[config.mk]
export PLATFORM = sky130hd
export DESIGN_NAME = dram_access_ready_timing
export DESIGN_NICKNAME = d
export VERILOG_FILES = /design/src/hw/dram_access_ready_timing.v
export VERILOG_INCLUDE_DIRS = /design/src /design/src/hw
export SDC_FILE = /design/constraint.sdc
export NUM_CORES = 1
export LEC_CHECK = 0
export ABC_AREA = 0
export BUFFER_PORTS_ARGS = -buffer_cell sky130_fd_sc_hd__buf_2
export CAP_MARGIN = 10
export CORE_MARGIN = 1.5
export CORE_UTILIZATION = 55
export DETAILED_ROUTE_END_ITERATION = 12
export GPL_TIMING_DRIVEN = 0
export PLACE_DENSITY = 0.86
export SETUP_SLACK_MARGIN = 0.4
export SYNTH_ARGS = -nofsm -noshare
export SYNTH_HDL_FRONTEND = slang
export SYNTH_SLANG_ARGS = --single-unit
export TNS_END_PERCENT = 10
[constraint.sdc]
create_clock -name clk_in -period 4.46 [get_ports clk_in]
set_input_delay 0.892 -clock clk_in [delete_from_list [all_inputs] [get_ports clk_in]]
set_output_delay 0.892 -clock clk_in [all_outputs]
set_load 0.01 [all_outputs]
[src/hw/dram_access_ready_timing_regs.vh]
// Constants for the DRAM access, refresh and ready sequencer
// Notes on behaviour
// Column strobe falls only after both latch-strobe and access-strobe delays have elapsed, except on a grant cycle, timed per R5 without them.
// Ready rises only on a system clock rising edge, except the wait-state case.
// Zero wait: on an access-grant cycle, ready rises with the row strobe.
// One wait: ready rises one system clock rise after access strobe or row strobe.
// Grant cycle: early access strobe times column from rise, late from next fall.
// Wait states: strobe low while clock high times ready from the strobe itself.
// Refresh versus access arbitration happens on a system clock falling edge.
// Latch strobe high with refresh pending: refresh address out, refresh begins.
// Ready drops after latch strobe falls when wait states or a refresh apply.
// Wait-state select is a static strap, sampled continuously.
`ifndef DRAM_ACCESS_READY_TIMING_REGS_VH
`define DRAM_ACCESS_READY_TIMING_REGS_VH
`define CLK_MHZ        125
`define ALE_CAS_NS     60
`define ACC_CAS_NS     40
`define ALE_CAS_CYC    ((`ALE_CAS_NS * `CLK_MHZ + 999) / 1000)
`define ACC_CAS_CYC    ((`ACC_CAS_NS * `CLK_MHZ + 999) / 1000)
`define LATE_ACC_NS    20
`define LATE_ACC_CYC   ((`LATE_ACC_NS * `CLK_MHZ + 999) / 1000)
`define SYNC_STAGES    3
`define PIN_SYSCLK     0
`define PIN_ALE        1
`define PIN_ACC_N      2
`define PIN_REF_N      3
`define PIN_WAIT       4
`define PIN_COUNT      5
`define PIN_IDLE_LEVELS 5'h0c
`define REFRESH_RESET  8'h00
`endif

[src/hw/dram_access_ready_timing.v]
// Access, refresh and ready sequencer of a DRAM controller
`timescale 1ns/1ps
`include "dram_access_ready_timing_regs.vh"
module dram_access_ready_timing #(
  parameter ADDR_W = 8
) (
  input  wire              clk_in,
  input  wire              rst_in,
  input  wire              sys_clk_in,
  input  wire              ale_in,
  input  wire              access_strobe_n_in,
  input  wire              refresh_request_n_in,
  input  wire              wait_state_select_in,
  input  wire [ADDR_W-1:0] row_addr_in,
  input  wire [ADDR_W-1:0] col_addr_in,
  output reg  [ADDR_W-1:0] memory_address_out,
  output reg               ras_n_out,
  output reg               cas_n_out,
  output reg               ready_out,
  output reg               refresh_active_out
);

  localparam [4:0] ST_IDLE  = 5'h01;
  localparam [4:0] ST_ACC   = 5'h02;
  localparam [4:0] ST_REF   = 5'h04;
  localparam [4:0] ST_RFRAS = 5'h08;
  localparam [4:0] ST_GRANT = 5'h10;
  localparam integer ALE_CYC_I  = `ALE_CAS_CYC;
  localparam integer ACC_CYC_I  = `ACC_CAS_CYC;
  localparam integer LATE_CYC_I = `LATE_ACC_CYC;
  localparam [7:0] ALE_CYC  = ALE_CYC_I[7:0];
  localparam [7:0] ACC_CYC  = ACC_CYC_I[7:0];
  localparam [7:0] LATE_CYC = LATE_CYC_I[7:0];
  // Idle level of each pin; the active-low strobes rest high
  localparam [`PIN_COUNT-1:0] PIN_IDLE = `PIN_IDLE_LEVELS;

  reg [`SYNC_STAGES-1:0] sync [0:`PIN_COUNT-1];
  reg [`PIN_COUNT-1:0]   pin;
  reg [`PIN_COUNT-1:0]   pin_d;
  wire [`PIN_COUNT-1:0]  raw;
  assign raw = {wait_state_select_in, refresh_request_n_in, access_strobe_n_in,
                ale_in, sys_clk_in};

  // Three-stage synchronisers; a change is accepted once stages two and three agree.
  // Reset loads each pin's idle level, else a false request or edge follows reset.
  genvar g;
  generate
    for (g = 0; g < `PIN_COUNT; g = g + 1) begin : g_sync
      always @(posedge clk_in or posedge rst_in) begin
        if (rst_in) begin
          sync[g]  <= {`SYNC_STAGES{PIN_IDLE[g]}};
          pin[g]   <= PIN_IDLE[g];
          pin_d[g] <= PIN_IDLE[g];
        end else begin
          sync[g]  <= {sync[g][`SYNC_STAGES-2:0], raw[g]};
          if (sync[g][1] == sync[g][2])
            pin[g] <= sync[g][2];
          pin_d[g] <= pin[g];
        end
      end
    end
  endgenerate

  // Edge events on the filtered pins
  wire sclk_rise = pin[`PIN_SYSCLK] & ~pin_d[`PIN_SYSCLK];
  wire sclk_fall = ~pin[`PIN_SYSCLK] & pin_d[`PIN_SYSCLK];
  wire ale_fall  = ~pin[`PIN_ALE] & pin_d[`PIN_ALE];
  wire acc_fall  = ~pin[`PIN_ACC_N] & pin_d[`PIN_ACC_N];
  wire acc_rise  = pin[`PIN_ACC_N] & ~pin_d[`PIN_ACC_N];
  wire acc_low   = ~pin[`PIN_ACC_N];
  wire ref_req   = ~pin[`PIN_REF_N];
  wire wait_sel  = pin[`PIN_WAIT]; // Strap read live, no latch at reset

  reg [4:0]        state;
  reg [ADDR_W-1:0] row_q;
  reg [ADDR_W-1:0] col_q;
  reg [ADDR_W-1:0] refresh_addr;
  reg              access_pend;
  reg              ref_pend;
  reg [7:0]        ale_cnt;
  reg [7:0]        acc_cnt;
  reg              ale_done;
  reg              acc_done;
  reg              acc_seen;
  reg              acc_early;
  reg              cas_armed;
  reg              cas_wait_fall;
  reg              ready_pend;

  // Delay counters for the column strobe, restarted by each strobe's falling edge
  always @(posedge clk_in or posedge rst_in) begin
    if (rst_in) begin
      ale_cnt  <= 8'h00;
      acc_cnt  <= 8'h00;
      ale_done <= 1'b0;
      acc_done <= 1'b0;
      acc_seen <= 1'b0;
    end else begin
      if (ale_fall) begin
        ale_cnt  <= 8'h01;
        ale_done <= 1'b0;
      end else if (!ale_done && ale_cnt != 8'h00) begin
        ale_cnt  <= ale_cnt + 8'h01;
        ale_done <= (ale_cnt >= ALE_CYC - 8'h01);
      end
      if (acc_fall) begin
        acc_cnt  <= 8'h01;
        acc_done <= 1'b0;
        acc_seen <= 1'b1;
      end else if (acc_rise) begin
        acc_cnt  <= 8'h00;
        acc_done <= 1'b0;
        acc_seen <= 1'b0;
      end else if (!acc_done && acc_cnt != 8'h00) begin
        acc_cnt  <= acc_cnt + 8'h01;
        acc_done <= (acc_cnt >= ACC_CYC - 8'h01);
      end
    end
  end

  // Main sequencer; the pending refresh request is held until served
  always @(posedge clk_in or posedge rst_in) begin
    if (rst_in) begin
      state              <= ST_IDLE;
      row_q              <= {ADDR_W{1'b0}};
      col_q              <= {ADDR_W{1'b0}};
      refresh_addr       <= `REFRESH_RESET;
      access_pend        <= 1'b0;
      ref_pend           <= 1'b0;
      acc_early          <= 1'b0;
      cas_armed          <= 1'b0;
      cas_wait_fall      <= 1'b0;
      ready_pend         <= 1'b0;
      memory_address_out <= {ADDR_W{1'b0}};
      ras_n_out          <= 1'b1;
      cas_n_out          <= 1'b1;
      ready_out          <= 1'b1;
      refresh_active_out <= 1'b0;
    end else begin
      if (ref_req)
        ref_pend <= 1'b1;
      // Latch strobe falling opens an access; ready drops if wait states are selected or a refresh is running
      if (ale_fall) begin
        row_q       <= row_addr_in;
        col_q       <= col_addr_in;
        access_pend <= 1'b1;
        acc_early   <= acc_low | acc_fall;
        if (wait_sel || state == ST_REF || state == ST_RFRAS)
          ready_out <= 1'b0;
      end else if (acc_fall && access_pend && ale_cnt < LATE_CYC && ale_cnt != 8'h00) begin
        acc_early <= 1'b1; // Within the skew window the strobes count as coincident
      end
      // One wait state on a plain access; the strobe may fall before the row strobe,
      // so this also runs in idle, and the falling edge itself counts
      if (wait_sel && !ready_out && access_pend && (acc_seen || acc_fall) &&
          (state == ST_IDLE || state == ST_ACC)) begin
        if (acc_fall && pin[`PIN_SYSCLK])
          ready_out <= 1'b1;
        else if (sclk_rise)
          ready_out <= 1'b1;
      end
      case (state)
        ST_IDLE: begin
          if (sclk_fall) begin
            // Refresh wins while the latch strobe is high and the bus is idle
            if (ref_pend && pin[`PIN_ALE] && !acc_low) begin
              memory_address_out <= refresh_addr;
              refresh_active_out <= 1'b1;
              state              <= ST_REF;
            end else if (access_pend) begin
              memory_address_out <= row_q;
              ras_n_out          <= 1'b0;
              state              <= ST_ACC;
            end
          end
        end
        ST_ACC: begin
          // Column strobe needs both delays; a late access strobe dominates
          if (ale_done && acc_done && acc_low && cas_n_out) begin
            memory_address_out <= col_q;
            cas_n_out          <= 1'b0;
          end
          if (acc_rise) begin
            ras_n_out   <= 1'b1;
            cas_n_out   <= 1'b1;
            access_pend <= 1'b0;
            state       <= ST_IDLE;
          end
        end
        ST_REF: begin
          if (sclk_rise) begin
            ras_n_out <= 1'b0;
            state     <= ST_RFRAS;
          end
        end
        ST_RFRAS: begin
          // Refresh row strobe spans one system clock period
          if (sclk_rise) begin
            refresh_addr       <= refresh_addr + {{(ADDR_W-1){1'b0}}, 1'b1};
            ref_pend           <= ref_req;
            refresh_active_out <= 1'b0;
            if (access_pend) begin
              // Grant cycle: row strobe restarts on this same rising edge
              memory_address_out <= row_q;
              ras_n_out          <= 1'b0;
              cas_armed          <= acc_early;
              cas_wait_fall      <= ~acc_early;
              ready_out          <= ~wait_sel;
              ready_pend         <= wait_sel;
              state              <= ST_GRANT;
            end else begin
              ras_n_out <= 1'b1;
              ready_out <= 1'b1;
              state     <= ST_IDLE;
            end
          end
        end
        ST_GRANT: begin
          // Early strobe: column from the rise; late strobe: from next fall
          if (cas_wait_fall && sclk_fall) begin
            cas_wait_fall <= 1'b0;
            cas_armed     <= 1'b1;
          end
          if (cas_armed && acc_low && cas_n_out) begin
            memory_address_out <= col_q;
            cas_n_out          <= 1'b0;
            cas_armed          <= 1'b0;
          end
          // Rise after the one that lowered the row strobe
          if (ready_pend && sclk_rise && acc_low) begin
            ready_out  <= 1'b1;
            ready_pend <= 1'b0;
          end
          if (acc_rise) begin
            ras_n_out     <= 1'b1;
            cas_n_out     <= 1'b1;
            access_pend   <= 1'b0;
            cas_armed     <= 1'b0;
            cas_wait_fall <= 1'b0;
            ready_pend    <= 1'b0;
            ready_out     <= 1'b1;
            state         <= ST_IDLE;
          end
        end
        default: state <= ST_IDLE;
      endcase
    end
  end

endmodule

==> flow_summary.yaml <==
grt:
  grt_pass1_wl_um: 14580
  gr-usage-all-layers_pct: 22.94
  grt_start_max_net_pins: 57
  antenna_found_initial: 0
  grt_overflow: 0
  first_global_vias: 3003
yosys:
  synth_compound_gate_area_share_pct: 13.71
  simple_gate_fraction_of_synth_area_pct: 13.86
  post_synth_top_area_cell: "sky130_fd_sc_hd__dfrtp_1"
  synth-xor-area-share_pct: 3.346
  synth_enable_flop_cells: 0
  netlist.area_leader.share_pct: 45.41
  async_reset_ff_share_pct: 100.0
  synth_top_family_by_area: "simple AND/OR/NAND/NOR gates"
  synth.lib_cells_used.distinct: 48
  synth_top_cells_by_area: "sky130_fd_sc_hd__dfrtp_1 45%, sky130_fd_sc_hd__dfstp_2 8.2%, sky130_fd_sc_hd__mux2_2 7.3%"
  mappedNetlistArea_sq_mm: 0.004188
  postSynth.topFlopCell: "sky130_fd_sc_hd__dfrtp_1"
  synth_seq_cells: 89
  post_synthesis_mean_instance_area_sq_um: 10.79
  synthAdderAreaFrac_pct: 3.287
  syn_inst: 388
  seq_area_frac_synth_pct: 53.57
  synth-warning-count: 0
  muxShareOfSynthArea_pct: 9.411
  post_synth_net_total: 418
clock_tree:
  tritoncts: "done"
  clock_tree.buffer_depth: 2
  htreeDepth: 3
  cts.repair_timing.setup_buffer_count: 0
  clkSlewWorstSetupHoldPaths_ns: 0.09
  cts.sinks: 89
  postCtsResizedCells: 0
  clk-insertion-delay-late_ns: 0.37
  cts_made_buffers: 9
  cts-root-buf: "sky130_fd_sc_hd__clkbuf_8"
  count_of_hold_fix_buffers_inserted_at_cts: 0
sta:
  worst-slew-pin-transition_ns: 0.8977
  tns_ns: 0
  grt_setup_unrepaired: "no"
  final_hold_viol_count: 0
  max_freq_mhz: 397.3
  finalCritPeriodShare_pct: 56.43
  timing_max_transition_violations_final: 0
  worst_slew_margin_rel_pct: 39.66
  clock_skew_ns: 0.009986
  finalSetupViolCount: 0
  timing.final.crit_period_ns: 2.517
drt:
  num_vias: 3134
  dr_iter_0_viols: 235
  route.detailed.drc: 0
  drt_pre_antenna_iters: 4
  route.final.wire_length_um: 8836
  wire_per_inst_um: 16.42
  drtAntennaViolNets: 0
  route.detailed.vias_per_inst: 5.825
job:
  cap_viol_max_count: 0
floorplan:
  initial_core_util_pct: 57.43
  coreArea_sq_mm: 0.007292
  die_area_sq_mm: 0.008147
  core.rowCount: 31
  chipHeight_um: 90.26
  io_pins: 35
  fp.dieW_um: 90.26
critical_path:
  path_max_fanout: 8
  endpoint_arrival_time_on_the_critical_path_ns: 2.77
  worst-r2r-setup-slack_ns: 1.94
  worstPathRequired_ns: 4.71
  critPathCaptureType: "register"
  timing.critical_path.from: "state[2]$_DFFE_PP0P_"
  worst_r2r_endpoint: "memory_address_out[6]$_DFFE_PP0P_"
  timing.critical_path.from_type: "register"
  critical_path.reg2reg.startpoint: "state[2]$_DFFE_PP0P_"
  r2r.worst_path.cells: 6
  critical_path_class: "register to register"
power_and_ir_drop:
  clock_share_of_power_pct: 23.4
  p_total_mw: 2.678
  power_switching_share_pct: 34.98
  logic_gate_share_of_total_power_pct: 34.9
  switching_power_total_uw: 936.7
  power.sequential.fraction_pct: 41.7
  power_per_cell_area_mw_per_mm2: 565.0
  leakage_nw: 2.108
  internal-power_mw: 1.741
  max-vdd-ir-drop_uv: 312.8
worst_hold_path:
  hold_path_end: "sync[10]$_DFF_PP0_"
  hold_path.startpoint: "sync[9]$_DFF_PP0_"
  min_delay_path_depth: 0
  hold_path_class: "register to register"
cells_and_area:
  layout_common_cells: "76 x sky130_fd_sc_hd__dfrtp_1, 35 x sky130_fd_sc_hd__buf_2, 33 x sky130_fd_sc_hd__o21ai_0"
  diodes: 0
  design.final.nets: 464
  post_route_cells_drive_above_1_share_pct: 22.78
  layout_commonest_cell: "sky130_fd_sc_hd__dfrtp_1"
  layout.filler_cells: 584
  area_growth_syn_to_layout_pct: 13.18
run_status:
  run_status: "completed"
placed_design:
  routabilityCongestion: 0.8681
  placement.io_buffers: 34
  place_hpwl_um: 5970
-- kinds of logic (layout without fill, tap and decap cells) --
| logic type | after synthesis | count (layout) |
|---|---|---|
| and+or+nand+nor | 116 | 116 |
| AOI/OAI and AO/OA | 91 | 91 |
| xor gates and xnor gates | 16 | 16 |
| DFF | 89 | 89 |
| adders and majority gates | 12 | 12 |
| buffers and inverters | 28 | 79 |
| muxes | 36 | 36 |
-- per-stage QoR --
step,setup WS (ns),hold slack (ns),area [sq um],util (%),instances
final,1.943,0.3547,4740,65.00,538
after global routing,1.835,0.3616,4740,65.00,538
after CTS,1.945,0.3569,4740,65.00,538
after detailed placement,1.974,0.3370,4512,61.87,522
after global placement,0.3714,0.3330,4482,61.46,521
after floorplan,1.283,0.3312,4188,-,388
-- critical path, cell delays in order (launching register included) --
cell and delay, ns:
sky130_fd_sc_hd__dfrtp_1 0.37, sky130_fd_sc_hd__clkbuf_1 0.22, sky130_fd_sc_hd__or3_4 0.41, sky130_fd_sc_hd__or3_1 0.32
sky130_fd_sc_hd__buf_2 0.17, sky130_fd_sc_hd__a211oi_4 0.52, sky130_fd_sc_hd__mux2_2 0.40
-- cell type report --
type,count,area [sq um],share of cell area (%)
flip-flops and latches,89,2243,47.33
multi-input cells,271,1827,38.54
repair buffers,35,197.7,4.171
clock buffers,10,137.6,2.904
well taps,99,123.9,2.614
clock inverters,6,90.09,1.901
plain buffers,16,72.57,1.531
inverters,12,47.55,1.003
-- power by group through the flow --
stage          Clock [mW]  Combinational, mW  Sequential, mW
2_1_floorplan           0              0.683            1.11
3_3_place_gp            0              0.881            1.12
3_5_place_dp            0              0.913            1.13
4_1_cts             0.633              0.929            1.11
5_1_grt             0.675               1.02            1.14
6_report            0.627              0.935            1.12
-- metal layers --
metal  GRT usage, %  up-vias  wire length, um
met5              0        -                0
met4          10.19        0              179
met3          5.471       19              565
met2          36.87      109             4242
met1          29.68     1523             3848
li1               -     1483                -
-- worst max-delay path by stage --
| stage | end | slack [ns] | cells past startpoint |
|---|---|---|---|
| finish | memory_address_out[6]$_DFFE_PP0P_ | 1.94 | 6 |
| detailed placement | memory_address_out[4]$_DFFE_PP0P_ | 1.97 | 6 |
| floorplan | acc_cnt[0]$_DFFE_PP0P_ | 1.28 | 1 |
| global placement | state[2]$_DFFE_PP0P_ | 0.37 | 2 |
| global route | memory_address_out[0]$_DFFE_PP0P_ | 1.83 | 6 |
| CTS | memory_address_out[4]$_DFFE_PP0P_ | 1.94 | 6 |
-- flip-flops by register name, summed over array words and instances (netlist names), 3 cells and up --
signal / flops
refresh_addr: 8
pin_d: 3
col_q: 8
ale_cnt: 8
pin: 4
row_q: 8
memory_address_out: 8
acc_cnt: 8
sync: 15
state: 5
-- synthesized netlist by cell type (2+ instances only) --
cell / number
sky130_fd_sc_hd__dfrtp_1: 76
sky130_fd_sc_hd__or4_1: 4
sky130_fd_sc_hd__clkbuf_1: 11
sky130_fd_sc_hd__nor3_1: 8
sky130_fd_sc_hd__ha_1: 7
sky130_fd_sc_hd__mux2_2: 27
sky130_fd_sc_hd__o211ai_1: 3
sky130_fd_sc_hd__or3_1: 3
sky130_fd_sc_hd__or2_2: 2
sky130_fd_sc_hd__nand3_1: 18
sky130_fd_sc_hd__nand4_1: 2
sky130_fd_sc_hd__nand2_1: 22
sky130_fd_sc_hd__and3_1: 5
sky130_fd_sc_hd__a211oi_1: 3
sky130_fd_sc_hd__maj3_1: 5
sky130_fd_sc_hd__a22oi_1: 2
sky130_fd_sc_hd__xnor2_1: 9
sky130_fd_sc_hd__a2bb2oi_1: 10
sky130_fd_sc_hd__nand2b_1: 6
sky130_fd_sc_hd__mux2i_1: 9
sky130_fd_sc_hd__dfstp_2: 13
sky130_fd_sc_hd__nor2b_1: 8
sky130_fd_sc_hd__nor2_1: 31
sky130_fd_sc_hd__o22ai_1: 2
sky130_fd_sc_hd__buf_1: 2
sky130_fd_sc_hd__o21ai_0: 33
sky130_fd_sc_hd__inv_1: 12
sky130_fd_sc_hd__a31oi_1: 6
sky130_fd_sc_hd__a21oi_1: 20
sky130_fd_sc_hd__xor2_1: 7
sky130_fd_sc_hd__o31ai_1: 3
sky130_fd_sc_hd__nor4_1: 3
Note: power is estimated with default switching activity, not from simulation.
